`config.mk`:
```
export PLATFORM = sky130hd
export DESIGN_NAME = default_start_watchdog
export DESIGN_NICKNAME = d
export VERILOG_FILES = /design/src/shared/wdt_pkg.sv /design/src/rtl/wdt_counter.sv /design/src/rtl/default_start_watchdog.sv
export SDC_FILE = /design/constraint.sdc
export NUM_CORES = 1
export LEC_CHECK = 0
export BUFFER_PORTS_ARGS = -buffer_cell sky130_fd_sc_hd__buf_2
export CELL_PAD_IN_SITES_DETAIL_PLACEMENT = 2
export CELL_PAD_IN_SITES_GLOBAL_PLACEMENT = 2
export CORE_MARGIN = 2
export CORE_UTILIZATION = 27
export DETAILED_ROUTE_END_ITERATION = 6
export GPL_TIMING_DRIVEN = 0
export MAX_ROUTING_LAYER = met4
export PLACE_DENSITY = 0.78
export SLEW_MARGIN = 15
export SYNTH_ARGS = -nofsm -noshare
export SYNTH_HDL_FRONTEND = slang
export SYNTH_SLANG_ARGS = --single-unit
```
`constraint.sdc`:
```
create_clock -name aclk -period 3.4 [get_ports aclk]
set_input_delay 0.17 -clock aclk [delete_from_list [all_inputs] [get_ports aclk]]
set_output_delay 0.17 -clock aclk [all_outputs]
set_load 0.01 [all_outputs]
```
`src/shared/wdt_pkg.sv`:
```
// constants shared by the default-start watchdog and its counter
// assumes a single 10 MHz aclk domain with AXI4-Lite register access
`default_nettype none
package wdt_pkg;

  // byte addresses of the registers
  localparam logic [31:0] ADDR_MODE = 32'h0fff_f6d0;
  localparam logic [31:0] ADDR_KEY = 32'h0fff_f6d4;
  localparam logic [31:0] ADDR_STATUS = 32'h0fff_f6d8;
  localparam logic [31:0] ADDR_COUNT = 32'h0fff_f6dc;
  localparam logic [31:0] ADDR_BITOP = 32'h0fff_f6e0;

  // mode register fields
  localparam int MODE_HI_BIT = 6;
  localparam int MODE_LO_BIT = 5;
  localparam int SRC_HI_BIT = 4;
  localparam int SRC_LO_BIT = 3;
  localparam int IVL_MSB = 2;
  localparam logic [7:0] MODE_WR_MASK = 8'h7f;

  // reset and key values
  localparam logic [7:0] MODE_RST = 8'h67;
  localparam logic [7:0] KEY_READ = 8'h9a;
  localparam logic [7:0] KEY_VAL = 8'hac;

  // base powers of two of the overflow interval
  localparam logic [4:0] BASE_OSC = 5'h0c;
  localparam logic [4:0] BASE_MAIN = 5'h12;
  localparam logic [4:0] BASE_SUB = 5'h09;

  // widest interval is two to the twenty-fifth
  localparam int CNT_W = 25;

  localparam logic [1:0] RESP_OKAY = 2'b00;
  localparam logic [1:0] RESP_SLVERR = 2'b10;

  typedef enum logic [1:0] {
    SRC_OSC = 2'b00,
    SRC_MAIN = 2'b01,
    SRC_SUB = 2'b10
  } src_e;

  typedef enum logic [1:0] {
    MODE_STOP = 2'b00,
    MODE_NMI = 2'b01,
    MODE_RESET = 2'b10
  } mode_e;

endpackage : wdt_pkg
`default_nettype wire

```
`src/rtl/wdt_counter.sv`:
```
// overflow counter of the watchdog: counts ticks up to two to the exp
// assumes tick is a one-cycle pulse synchronous to clk
`timescale 1ns/1ps
`default_nettype none
module wdt_counter #(
  parameter int WIDTH = wdt_pkg::CNT_W
) (
  input wire logic clk,
  input wire logic rst_n,
  input wire logic clear,
  input wire logic tick,
  input wire logic [4:0] exp,
  output logic [WIDTH-1:0] cnt,
  output logic ovf
);

  logic [WIDTH-1:0] mask;
  logic at_top;

  // bits below the selected power must all be one at the last count
  genvar i;
  generate
    for (i = 0; i < WIDTH; i = i + 1) begin : g_mask
      assign mask[i] = (5'(i) < exp);
    end
  endgenerate

  assign at_top = ((cnt & mask) == mask);
  assign ovf = tick && at_top && !clear;

  always_ff @(posedge clk) begin
    if (!rst_n) begin
      cnt <= '0;
    end else if (clear || ovf) begin
      cnt <= '0;
    end else if (tick) begin
      cnt <= cnt + 1'b1;
    end
  end

endmodule : wdt_counter
`default_nettype wire

```
`src/rtl/default_start_watchdog.sv`:
```
// default-start watchdog with write-once mode register and restart key
// assumes count-source ticks are one-cycle pulses synchronous to aclk,
// and that the system reset follows the overflow reset output
//
// Our own choice: register access over AXI4-Lite.
`timescale 1ns/1ps
`default_nettype none
module default_start_watchdog #(
  parameter int CNT_WIDTH = wdt_pkg::CNT_W
) (
  input wire logic aclk,
  input wire logic aresetn,
  input wire logic [31:0] s_axi_awaddr,
  input wire logic s_axi_awvalid,
  output logic s_axi_awready,
  input wire logic [31:0] s_axi_wdata,
  input wire logic [3:0] s_axi_wstrb,
  input wire logic s_axi_wvalid,
  output logic s_axi_wready,
  output logic [1:0] s_axi_bresp,
  output logic s_axi_bvalid,
  input wire logic s_axi_bready,
  input wire logic [31:0] s_axi_araddr,
  input wire logic s_axi_arvalid,
  output logic s_axi_arready,
  output logic [31:0] s_axi_rdata,
  output logic [1:0] s_axi_rresp,
  output logic s_axi_rvalid,
  input wire logic s_axi_rready,
  input wire logic osc_tick,
  input wire logic main_tick,
  input wire logic sub_tick,
  input wire logic internal_osc_stop,
  input wire logic osc_stab_active,
  output logic overflow_reset_out,
  output logic overflow_nmi_request,
  output logic cpu_clk_switch_req
);

  // function for decoding the mode field, used by route and status
  function automatic wdt_pkg::mode_e decode_mode(input logic [7:0] m);
    if (m[wdt_pkg::MODE_HI_BIT]) begin
      decode_mode = wdt_pkg::MODE_RESET;
    end else if (m[wdt_pkg::MODE_LO_BIT]) begin
      decode_mode = wdt_pkg::MODE_NMI;
    end else begin
      decode_mode = wdt_pkg::MODE_STOP;
    end
  endfunction : decode_mode

  logic [7:0] mode_reg;
  logic mode_written;
  logic aw_held;
  logic w_held;
  logic [31:0] wr_addr;
  logic [31:0] wr_data;
  logic [3:0] wr_strb;
  logic [CNT_WIDTH-1:0] cnt;
  logic timer_ovf;

  wire aw_take = s_axi_awvalid && s_axi_awready;
  wire w_take = s_axi_wvalid && s_axi_wready;
  wire ar_take = s_axi_arvalid && s_axi_arready;
  wire do_write = aw_held && w_held && !s_axi_bvalid;
  wire lane0 = wr_strb[0];

  wire hit_mode = (wr_addr == wdt_pkg::ADDR_MODE);
  wire hit_key = (wr_addr == wdt_pkg::ADDR_KEY);
  wire hit_bitop = (wr_addr == wdt_pkg::ADDR_BITOP);
  wire hit_ro = (wr_addr == wdt_pkg::ADDR_STATUS) ||
                (wr_addr == wdt_pkg::ADDR_COUNT);
  wire wr_mapped = hit_mode || hit_key || hit_bitop || hit_ro;

  // mode and key writes without the low byte lane are dropped as unsupported widths
  wire mode_we = do_write && hit_mode && lane0;
  wire key_we = do_write && hit_key && lane0;
  wire bitop_we = do_write && hit_bitop;
  wire key_ok = key_we && (wr_data[7:0] == wdt_pkg::KEY_VAL);

  wire first_mode_we = mode_we && !mode_written;
  wire force_ovf = (mode_we && mode_written) ||
                   (key_we && !key_ok) ||
                   bitop_we;

  wdt_pkg::mode_e mode_now;
  wdt_pkg::src_e src_now;
  assign mode_now = decode_mode(mode_reg);
  wire running = (mode_now != wdt_pkg::MODE_STOP);
  wire nmi_sel = (mode_now == wdt_pkg::MODE_NMI);

  // the bit below the source msb is ignored once the subclock is picked
  assign src_now = mode_reg[wdt_pkg::SRC_HI_BIT] ? wdt_pkg::SRC_SUB :
                   (mode_reg[wdt_pkg::SRC_LO_BIT] ? wdt_pkg::SRC_MAIN :
                    wdt_pkg::SRC_OSC);

  wire [4:0] base_pow = (src_now == wdt_pkg::SRC_SUB) ? wdt_pkg::BASE_SUB :
                        ((src_now == wdt_pkg::SRC_MAIN) ?
                         wdt_pkg::BASE_MAIN : wdt_pkg::BASE_OSC);
  wire [4:0] exp_now = base_pow +
                       {2'b00, mode_reg[wdt_pkg::IVL_MSB:0]};

  // a stopped oscillator sends no ticks, so the count simply freezes
  wire osc_live = osc_tick && !internal_osc_stop;
  wire src_tick = (src_now == wdt_pkg::SRC_SUB) ? sub_tick :
                  ((src_now == wdt_pkg::SRC_MAIN) ? main_tick : osc_live);
  wire cnt_tick = running && src_tick;

  wire cnt_clear = key_ok ||
                   first_mode_we ||
                   force_ovf;

  wdt_counter #(
    .WIDTH(CNT_WIDTH)
  ) u_counter (
    .clk(aclk),
    .rst_n(aresetn),
    .clear(cnt_clear),
    .tick(cnt_tick),
    .exp(exp_now),
    .cnt(cnt),
    .ovf(timer_ovf)
  );

  wire ovf_evt = timer_ovf || force_ovf;
  // forced overflows in stop mode go out as reset, or as a clock switch request while osc_stab_active is set
  wire to_nmi = ovf_evt && nmi_sel;
  wire to_rst = ovf_evt && !nmi_sel && !osc_stab_active;
  wire to_sw = ovf_evt && !nmi_sel && osc_stab_active;

  // mode register, write-once
  always_ff @(posedge aclk) begin
    if (!aresetn) begin
      mode_reg <= wdt_pkg::MODE_RST;
      mode_written <= 1'b0;
    end else if (first_mode_we) begin
      mode_reg <= wr_data[7:0] & wdt_pkg::MODE_WR_MASK;
      mode_written <= 1'b1;
    end
  end

  always_ff @(posedge aclk) begin
    if (!aresetn) begin
      overflow_reset_out <= 1'b0;
      overflow_nmi_request <= 1'b0;
      cpu_clk_switch_req <= 1'b0;
    end else begin
      overflow_reset_out <= to_rst;
      overflow_nmi_request <= to_nmi;
      cpu_clk_switch_req <= to_sw;
    end
  end

  // write channel: address and data taken in either order
  always_ff @(posedge aclk) begin
    if (!aresetn) begin
      aw_held <= 1'b0;
      wr_addr <= 32'h0000_0000;
    end else if (aw_take) begin
      aw_held <= 1'b1;
      wr_addr <= s_axi_awaddr;
    end else if (do_write) begin
      aw_held <= 1'b0;
    end
  end

  always_ff @(posedge aclk) begin
    if (!aresetn) begin
      w_held <= 1'b0;
      wr_data <= 32'h0000_0000;
      wr_strb <= 4'h0;
    end else if (w_take) begin
      w_held <= 1'b1;
      wr_data <= s_axi_wdata;
      wr_strb <= s_axi_wstrb;
    end else if (do_write) begin
      w_held <= 1'b0;
    end
  end

  always_ff @(posedge aclk) begin
    if (!aresetn) begin
      s_axi_awready <= 1'b0;
    end else if (aw_take) begin
      s_axi_awready <= 1'b0;
    end else if (!aw_held && !s_axi_bvalid) begin
      s_axi_awready <= 1'b1;
    end
  end

  always_ff @(posedge aclk) begin
    if (!aresetn) begin
      s_axi_wready <= 1'b0;
    end else if (w_take) begin
      s_axi_wready <= 1'b0;
    end else if (!w_held && !s_axi_bvalid) begin
      s_axi_wready <= 1'b1;
    end
  end

  always_ff @(posedge aclk) begin
    if (!aresetn) begin
      s_axi_bvalid <= 1'b0;
      s_axi_bresp <= wdt_pkg::RESP_OKAY;
    end else if (do_write) begin
      s_axi_bvalid <= 1'b1;
      s_axi_bresp <= wr_mapped ? wdt_pkg::RESP_OKAY : wdt_pkg::RESP_SLVERR;
    end else if (s_axi_bready) begin
      s_axi_bvalid <= 1'b0;
    end
  end

  // read channel
  wire rd_mode = (s_axi_araddr == wdt_pkg::ADDR_MODE);
  wire rd_key = (s_axi_araddr == wdt_pkg::ADDR_KEY);
  wire rd_status = (s_axi_araddr == wdt_pkg::ADDR_STATUS);
  wire rd_count = (s_axi_araddr == wdt_pkg::ADDR_COUNT);
  wire rd_bitop = (s_axi_araddr == wdt_pkg::ADDR_BITOP);
  wire rd_mapped = rd_mode || rd_key || rd_status || rd_count || rd_bitop;
  wire [31:0] status_word = {28'h000_0000, nmi_sel, osc_stab_active,
                             running, mode_written};
  wire [31:0] rd_word =
    rd_mode ? {24'h00_0000, mode_reg} :
    (rd_key || rd_bitop) ? {24'h00_0000, wdt_pkg::KEY_READ} :
    rd_status ? status_word :
    rd_count ? 32'(cnt) : 32'h0000_0000;

  always_ff @(posedge aclk) begin
    if (!aresetn) begin
      s_axi_arready <= 1'b0;
    end else if (ar_take) begin
      s_axi_arready <= 1'b0;
    end else if (!s_axi_rvalid) begin
      s_axi_arready <= 1'b1;
    end
  end

  always_ff @(posedge aclk) begin
    if (!aresetn) begin
      s_axi_rvalid <= 1'b0;
      s_axi_rdata <= 32'h0000_0000;
      s_axi_rresp <= wdt_pkg::RESP_OKAY;
    end else if (ar_take) begin
      s_axi_rvalid <= 1'b1;
      s_axi_rdata <= rd_word;
      s_axi_rresp <= rd_mapped ? wdt_pkg::RESP_OKAY : wdt_pkg::RESP_SLVERR;
    end else if (s_axi_rready) begin
      s_axi_rvalid <= 1'b0;
    end
  end

  // checks
  // no history exists for $past at the very first edge
  logic past_ok;
  always_ff @(posedge aclk) begin
    past_ok <= 1'b1;
  end

  logic key_rd_q;
  always_ff @(posedge aclk) begin
    if (!aresetn) begin
      key_rd_q <= 1'b0;
    end else if (ar_take) begin
      key_rd_q <= rd_key;
    end
  end

  AST_RESET_VALUE: assert property (@(posedge aclk)
    past_ok && !$past(aresetn) |-> (mode_reg == 8'h67 && !mode_written))
    else $error("mode register not at reset value");

  AST_DEFAULT_RUN: assert property (@(posedge aclk)
    !$past(aresetn) && aresetn |-> running && !nmi_sel)
    else $error("watchdog not running in reset mode after reset");

  AST_WRITE_ONCE: assert property (@(posedge aclk)
    disable iff (!aresetn) mode_we && mode_written |=> $stable(mode_reg))
    else $error("mode register changed by a later write");

  AST_SECOND_WRITE: assert property (@(posedge aclk)
    disable iff (!aresetn) mode_we && mode_written |=>
    (overflow_reset_out || overflow_nmi_request || cpu_clk_switch_req)
    && cnt == '0)
    else $error("second mode write did not force overflow");

  AST_NMI_ROUTE: assert property (@(posedge aclk)
    disable iff (!aresetn) timer_ovf && nmi_sel |=>
    overflow_nmi_request && !overflow_reset_out)
    else $error("nmi mode overflow not routed to nmi");

  AST_RST_ROUTE: assert property (@(posedge aclk)
    disable iff (!aresetn) ovf_evt && !nmi_sel && !osc_stab_active |=>
    overflow_reset_out && !overflow_nmi_request)
    else $error("reset mode overflow not routed to reset");

  AST_STOPPED: assert property (@(posedge aclk)
    disable iff (!aresetn) mode_reg[6:5] == 2'b00 && !cnt_clear |=>
    $stable(cnt))
    else $error("counter moved in stop mode");

  AST_KEY_CLEAR: assert property (@(posedge aclk)
    disable iff (!aresetn) key_ok |=> cnt == '0 ##1 !overflow_reset_out)
    else $error("key write did not clear counter");

  AST_BAD_KEY: assert property (@(posedge aclk)
    disable iff (!aresetn) key_we && wr_data[7:0] != 8'hac |=>
    (overflow_reset_out || overflow_nmi_request || cpu_clk_switch_req))
    else $error("wrong key did not force overflow");

  AST_KEY_READ: assert property (@(posedge aclk)
    disable iff (!aresetn) s_axi_rvalid && key_rd_q |->
    s_axi_rdata == 32'h0000_009a)
    else $error("key register read value wrong");

  AST_OSC_FREEZE: assert property (@(posedge aclk)
    disable iff (!aresetn) src_now == wdt_pkg::SRC_OSC &&
    internal_osc_stop && !cnt_clear |=> $stable(cnt))
    else $error("counter advanced with oscillator halted");

  AST_STAB_SWITCH: assert property (@(posedge aclk)
    disable iff (!aresetn) ovf_evt && !nmi_sel && osc_stab_active |=>
    cpu_clk_switch_req && !overflow_reset_out)
    else $error("overflow in stabilisation reset the chip");

  AST_BRESP_TIME: assert property (@(posedge aclk)
    disable iff (!aresetn) aw_take && w_take |-> ##[1:2] s_axi_bvalid)
    else $error("write response late");

  COV_NMI: cover property (@(posedge aclk) disable iff (!aresetn)
    overflow_nmi_request);
  COV_RESET: cover property (@(posedge aclk) disable iff (!aresetn)
    timer_ovf && !nmi_sel);
  COV_KEY: cover property (@(posedge aclk) disable iff (!aresetn)
    key_ok ##[1:100] key_ok);
  COV_SECOND: cover property (@(posedge aclk) disable iff (!aresetn)
    first_mode_we ##[1:50] (mode_we && mode_written));

endmodule : default_start_watchdog
`default_nettype wire

```
==> run summary, run 1 <==
Width of the die: 142 um
CTS sink count: 111
DP HPWL: 12.8 mm
Dpl ws: -0.448 ns
Average wire per standard cell: 16.8 um
Biggest regs: wr_addr x32, s_axi_rdata x25, u_counter.cnt x25
Average size of a mapped cell: 8.54 um^2
CTS root buf: clkbuf_16
Gr usage total: 0.169
Top reg by flops: wr_addr
Core ar.: 0.0186 mm^2
Final nets: 865
Max reg flops: 32
Yosys cell types: 58
Area Growth Syn to Fin: 28.6%
# IOs: 156
Pre-antenna DRT Iters: 4
Share of cells above drive strength 1: 0.243
Startpoint types: flip-flop
Grt total ovfl: 0
Critical Path Fanout Max: 8
Max Slew Vio Count: 0
Hold buffers post-CTS: 0
Final Hold Vio Count: 0
CTS tree: yes
Final setup violating endpoints: 0
Yosys reg bits: 111
Top FF cell, synth: dfxtp_1
Global-route wire length before repair: 26.4 mm
GPL Wtd Cong: 0.857
Effective utilization at floorplan: 0.275
Synth Instances: 600
Number of DRC violations after detailed-routing iteration 0: 135
Number of flops mapped to enable cells by yosys: 0
Period utilization: 0.980
H-tree levels: 3
Async S/R FF share, synth: 0
Worst Setup Path Type: flip-flop to flip-flop
Clock edge transition at the registers on the reported setup and hold paths: 0.08 ns
CTS Buf Count: 9
Ys Warns: 0
Achievable Freq: 0.300 GHz
Sequential area share after synthesis: 0.434
Crit-path cells: buf_6 > clkbuf_1 > ha_2 > fa_2 > or3b_1 > or4_4 > a32oi_2 > o221ai_2 > nor4_4 > or2_1 > buf_6 > clkbuf_16 > nor2_2
Final setup margin: 0.0673 ns
Latest clock arrival within the worst-skew pair: 0.36 ns
Crit path DAT: 3.59 ns
Worst Tran Pin Value: 0.875 ns
DIE HEIGHT: 142 um
Largest stage delay, worst path: 0.48 ns
Synthesized area: 0.00512 mm^2
Slew margin rel.: 0.412
Drt total wl: 16.6 mm
# rows: 50
Vias in the first global route: 5177
Vias: 4886
Crit path time final: 3.33 ns
Leak: 2.59 nW
Min Hold Slack: 0.0121 ns
IO buf count: 119
Unrepaired setup endpoints after global routing: yes
Most common library cells after synthesis: dfxtp_1, nand2_1, nor2_1, a21boi_0, clkbuf_1
Post-route cell area: 0.00659 mm^2
Cell taking the most area after synthesis: dfxtp_1
CP Data Required Time: 3.66 ns
VDD IR max: 225 uV
Cells taking the most area after synthesis: dfxtp_1, nand2_1, a21boi_0, nor2_1, a22o_1
Yosys top cell area share: 0.434
CP max-delay cell: fa_2
Pin count of the biggest net entering global routing: 19
ANT nets after route: 0
Pwr Total: 2.79 mW
DR DRC count: 0
CTS Buffer Depth: 2
Top-count cell post-synth: dfxtp_1
Status: complete, no violations
Worst min path class: primary input to flip-flop
Die area: 0.0201 mm^2
Cell mode on critical path: buf_6
Clock Skew: 0.00860 ns
Antenna violations before repair: 4
Vias per cell: 4.93
Max-Cap Viols: 0
PwrDens: 424 mW/mm^2
CP endpoint kind: flip-flop
Post-DP Area: 0.00604 mm^2
[cell type report]
| type | instances | area, um^2 |
|---|---|---|
| Tap cell | 234 | 293 |
| Inverter | 13 | 48.8 |
| Antenna cell | 4 | 10.0 |
| Buffer | 41 | 233 |
| Clock buffer | 11 | 243 |
| Fill cell | 2159 | 12100 |
| Clock inverter | 5 | 86.3 |
| Multi-Input combinational cell | 443 | 2740 |
| Sequential cell | 111 | 2230 |
| Timing Repair Buffer | 129 | 706 |
[stage by stage]
stage          utilization  cells  TNS, ns
2_1_floorplan            -    608        0
3_3_place_gp         0.324    961    -6.55
6_report             0.353    991        0
4_1_cts              0.343    978        0
5_1_grt              0.353    991    -1.30
3_5_place_dp         0.324    961   -10.47
[cells in the final DEF (no fill, tap or decap), types with 5 or more instances in the layout]
cell,instances
nand3_1,9
nor2b_1,15
nor2_1,35
a211oi_1,5
buf_4,19
buf_2,119
clkbuf_1,27
and2_1,5
nand4_1,18
a21oi_1,16
conb_1,9
clkbuf_16,11
nor3_1,17
mux2i_1,10
xnor2_1,7
o21ai_0,11
nand2b_1,12
a22o_1,19
a21boi_0,45
nor2_2,13
inv_1,13
xor2_1,18
nand2_1,110
dfxtp_1,109
[worst max-delay path: cells and delay by family, from the launching register on]
family	cells	cell delay, ns
DFF	1	0.33
AOI/OAI and AO/OA	2	0.33
and+or+nand+nor	5	1.36
adders and majority gates	2	0.68
buffers and inverters	4	0.54
[worst paths after layout]
path / end / slack, ns / start / cells after the start
worst min-delay path: overflow_reset_out / 0.01 / osc_stab_active / 2
worst min register to register: wr_addr[7] / 0.47 / wr_addr[7] / 2
worst max register to register: u_counter.cnt[5] / 0.07 / mode_reg[4] / 13
worst max-delay path: u_counter.cnt[5] / 0.07 / mode_reg[4] / 13
[layer usage]
metal	share of wire	routed length, um	GRT usage	vias up
li1	-	-	-	2382
met4	0.012	199	0.0458	0
met2	0.51	8460	0.301	109
met1	0.43	7180	0.190	2379
met3	0.048	805	0.0412	16
met5	0	0	-	-
[timing repair]
action | CTS | global route
gates resized for setup | 4 | 27
cloned | 0 | 2
pin swaps | 1 | 7
endpoints found under the setup margin | 26 | 26
endpoints found under the hold margin | 0 | 0
setup buffers | 1 | 7
[kinds of logic (layout without fill, tap and decap cells)]
family	after synthesis	count (layout)	synth area share
AO/OA/AOI/OAI	130	130	0.189
XOR/XNOR	26	26	0.0445
adder cells (fa/ha/maj)	5	5	0.0137
buffers and inverters	54	199	0.0535
flip-flops	111	111	0.434
multiplexers	10	10	0.0195
other	1	13	0.000732
AND/OR/NAND/NOR	263	263	0.245
[power by group]
group / internal, mW / total (mW) / leakage, nW / switching (mW)
clock: 0.674 / 1.19 / 0.161 / 0.517
sequential: 1.33 / 1.36 / 0.901 / 0.0280
combinational: 0.109 / 0.239 / 1.53 / 0.130
Note: power is estimated with default switching activity, not from simulation.
==> run 2, diff against run 1 <==
Settings changed: PLACE_DENSITY 0.78 to 0.77, SYNTH_HIERARCHICAL set to 1.
==> run summary, run 2 <==
Status: complete, no violations
Number of flops mapped to enable cells by yosys: 0
Grt total ovfl: 0
Pre-antenna DRT Iters: 4
Antenna violations before repair: 0
Startpoint types: flip-flop
Yosys top cell area share: 0.417
# IOs: 156
Worst Tran Pin Value: 0.611 ns
Biggest regs: wr_addr x32, s_axi_rdata x25, u_counter/cnt x25
Max reg flops: 32
Effective utilization at floorplan: 0.274
H-tree levels: 3
DIE HEIGHT: 144 um
Number of DRC violations after detailed-routing iteration 0: 128
Worst Hold Path Cells: 2
Final Hold Vio Count: 0
CTS tree: yes
Max-Cap Viols: 0
CP endpoint kind: flip-flop
ANT nets after route: 0
Critical Path Fanout Max: 10
Reg2reg end: overflow_reset_out
DP HPWL: 14.0 mm
VDD IR max: 225 uV
Global-route wire length before repair: 28.2 mm
Crit path DAT: 3.49 ns
CTS sink count: 111
CP Data Required Time: 3.68 ns
Final nets: 868
Clock edge transition at the registers on the reported setup and hold paths: 0.08 ns
Top-count cell post-synth: nand2_1
Average size of a mapped cell: 8.70 um^2
Top FF cell, synth: dfxtp_1
Ys Warns: 6
Yosys cell types: 61
Period utilization: 0.943
CP max-delay cell: dfxtp_4
Leak: 2.60 nW
ANT cells: 0
Reg-to-reg slack, setup: 0.19 ns
DR DRC count: 0
Yosys reg bits: 111
Die area: 0.0209 mm^2
CTS Buffer Depth: 2
Gr usage total: 0.177
Worst R2R Start: mode_reg[4]
Most common library cells after synthesis: nand2_1, dfxtp_1, a21boi_0, clkbuf_1, a211oi_1
Filler instances: 2274
Slew margin rel.: 0.587
Width of the die: 144 um
CTS root buf: clkbuf_16
Area Growth Syn to Fin: 24.9%
Core ar.: 0.0194 mm^2
Achievable Freq: 0.312 GHz
Clock Skew: 0.0106 ns
Cell taking the most area after synthesis: dfxtp_1
IO buf count: 119
Top reg by flops: wr_addr
Vias: 5031
Crit-path cells: nand2b_2 > inv_1 > ha_1 > a21o_1 > a21oi_1 > xnor2_1 > buf_2 > nor3_1 > a41oi_1 > a221o_1 > nor4b_4 > and3b_1 > a21oi_2 > nor4b_2
Average wire per standard cell: 17.4 um
Vias per cell: 4.93
Synthesized area: 0.00532 mm^2
Drt total wl: 17.8 mm
Commonest non-fill, non-tap cell in the layout: buf_2
Min Hold Slack: 0.0327 ns
Post-DP Area: 0.00628 mm^2
Crit path launch: mode_reg[4]
Max Slew Vio Count: 0
Worst Setup Path Type: flip-flop to flip-flop
PwrDens: 412 mW/mm^2
Worst min path class: primary input to flip-flop
WHS Endpoint: overflow_reset_out
# rows: 51
Largest stage delay, worst path: 0.40 ns
Vias in the first global route: 5422
Crit path time final: 3.21 ns
Pin count of the biggest net entering global routing: 22
Post-route cell area: 0.00665 mm^2
GPL Wtd Cong: 0.819
Latest clock arrival within the worst-skew pair: 0.37 ns
Final setup violating endpoints: 0
Sequential area share after synthesis: 0.417
Cells taking the most area after synthesis: dfxtp_1, nand2_1, a21boi_0, a211oi_1, xnor2_1
Most frequent cells in the layout: buf_2, nand2_1, dfxtp_1
CTS Buf Count: 9
Async S/R FF share, synth: 0
Share of cells above drive strength 1: 0.245
Hold Startpoint: osc_stab_active
Synth Instances: 612
Length in cells of the worst reg-to-reg path: 14
-- run 2: how the worst max path moves through the flow --
stage | endpoint | slack [ns]
4_1_cts | overflow_reset_out | 0.06
3_3_place_gp | overflow_nmi_request | -0.17
3_5_place_dp | overflow_nmi_request | -0.32
5_1_grt | overflow_reset_out | -0.02
2_1_floorplan | overflow_reset_out | 0.41
6_report | overflow_reset_out | 0.19
-- run 2: layout make-up --
cell class                      count  area [um^2]  area share
Multi-Input combinational cell    445         2860       0.430
Sequential cell                   111         2230       0.335
Clock buffer                        9          225      0.0339
Tap cell                          265          332      0.0499
Inverter                           16         60.1     0.00904
Clock inverter                      7         95.1      0.0143
Buffer                             45          224      0.0337
Timing Repair Buffer              123          626      0.0941
-- run 2: worst max-delay path: cells and delay by family, from the launching register on --
family          cells  cell delay, ns
simple gates        5            1.24
compound gates      5            0.80
flops               1            0.40
buf+inv             2            0.27
fa+ha+maj           1            0.27
xor+xnor            1            0.14
-- run 2: logic make-up after synthesis --
group | synth area share
AO/OA/AOI/OAI | 0.211
XOR/XNOR | 0.0411
adder cells (fa/ha/maj) | 0.0132
buffers and inverters | 0.0550
flip-flops | 0.417
multiplexers | 0.0188
other | 0.000705
AND/OR/NAND/NOR | 0.243
-- run 2: metrics by stage --
stage               power, mW  worst slack (ns)  TNS [ns]  utilization  instances
global route             2.85           -0.0226   -0.0226        0.343       1021
floorplan                1.50             0.409         0            -        620
detailed placement       1.61            -0.316     -5.04        0.324       1004
finish                   2.74             0.193         0        0.343       1021
CTS                      2.77            0.0627         0        0.342       1021
global placement         1.59            -0.168     -1.62        0.324       1004
-- run 2: where the power goes --
| part | leakage (nW) | switching (mW) | total [mW] | internal [mW] |
|---|---|---|---|---|
| clock | 0.157 | 0.571 | 1.17 | 0.597 |
| combinational | 1.54 | 0.120 | 0.213 | 0.0933 |
| sequential | 0.901 | 0.0267 | 1.36 | 1.33 |
-- run 2: timing repair --
| item | 4_1_cts | 5_1_grt |
|---|---|---|
| endpoints found under the setup margin | 23 | 22 |
| resized for setup | 7 | 4 |
| hold buffers | 0 | 0 |
| cloned | 0 | 0 |
| pin swaps | 1 | 1 |
| buffers inserted | 3 | 1 |
-- run 2: routing by layer --
layer	share of wire	track usage	vias to the layer above	wire length, um
li1	-	-	2426	-
met1	0.44	0.212	2468	7860
met2	0.50	0.311	117	8910
met3	0.044	0.0258	20	792
met4	0.013	0.0485	0	235
met5	0	-	-	0
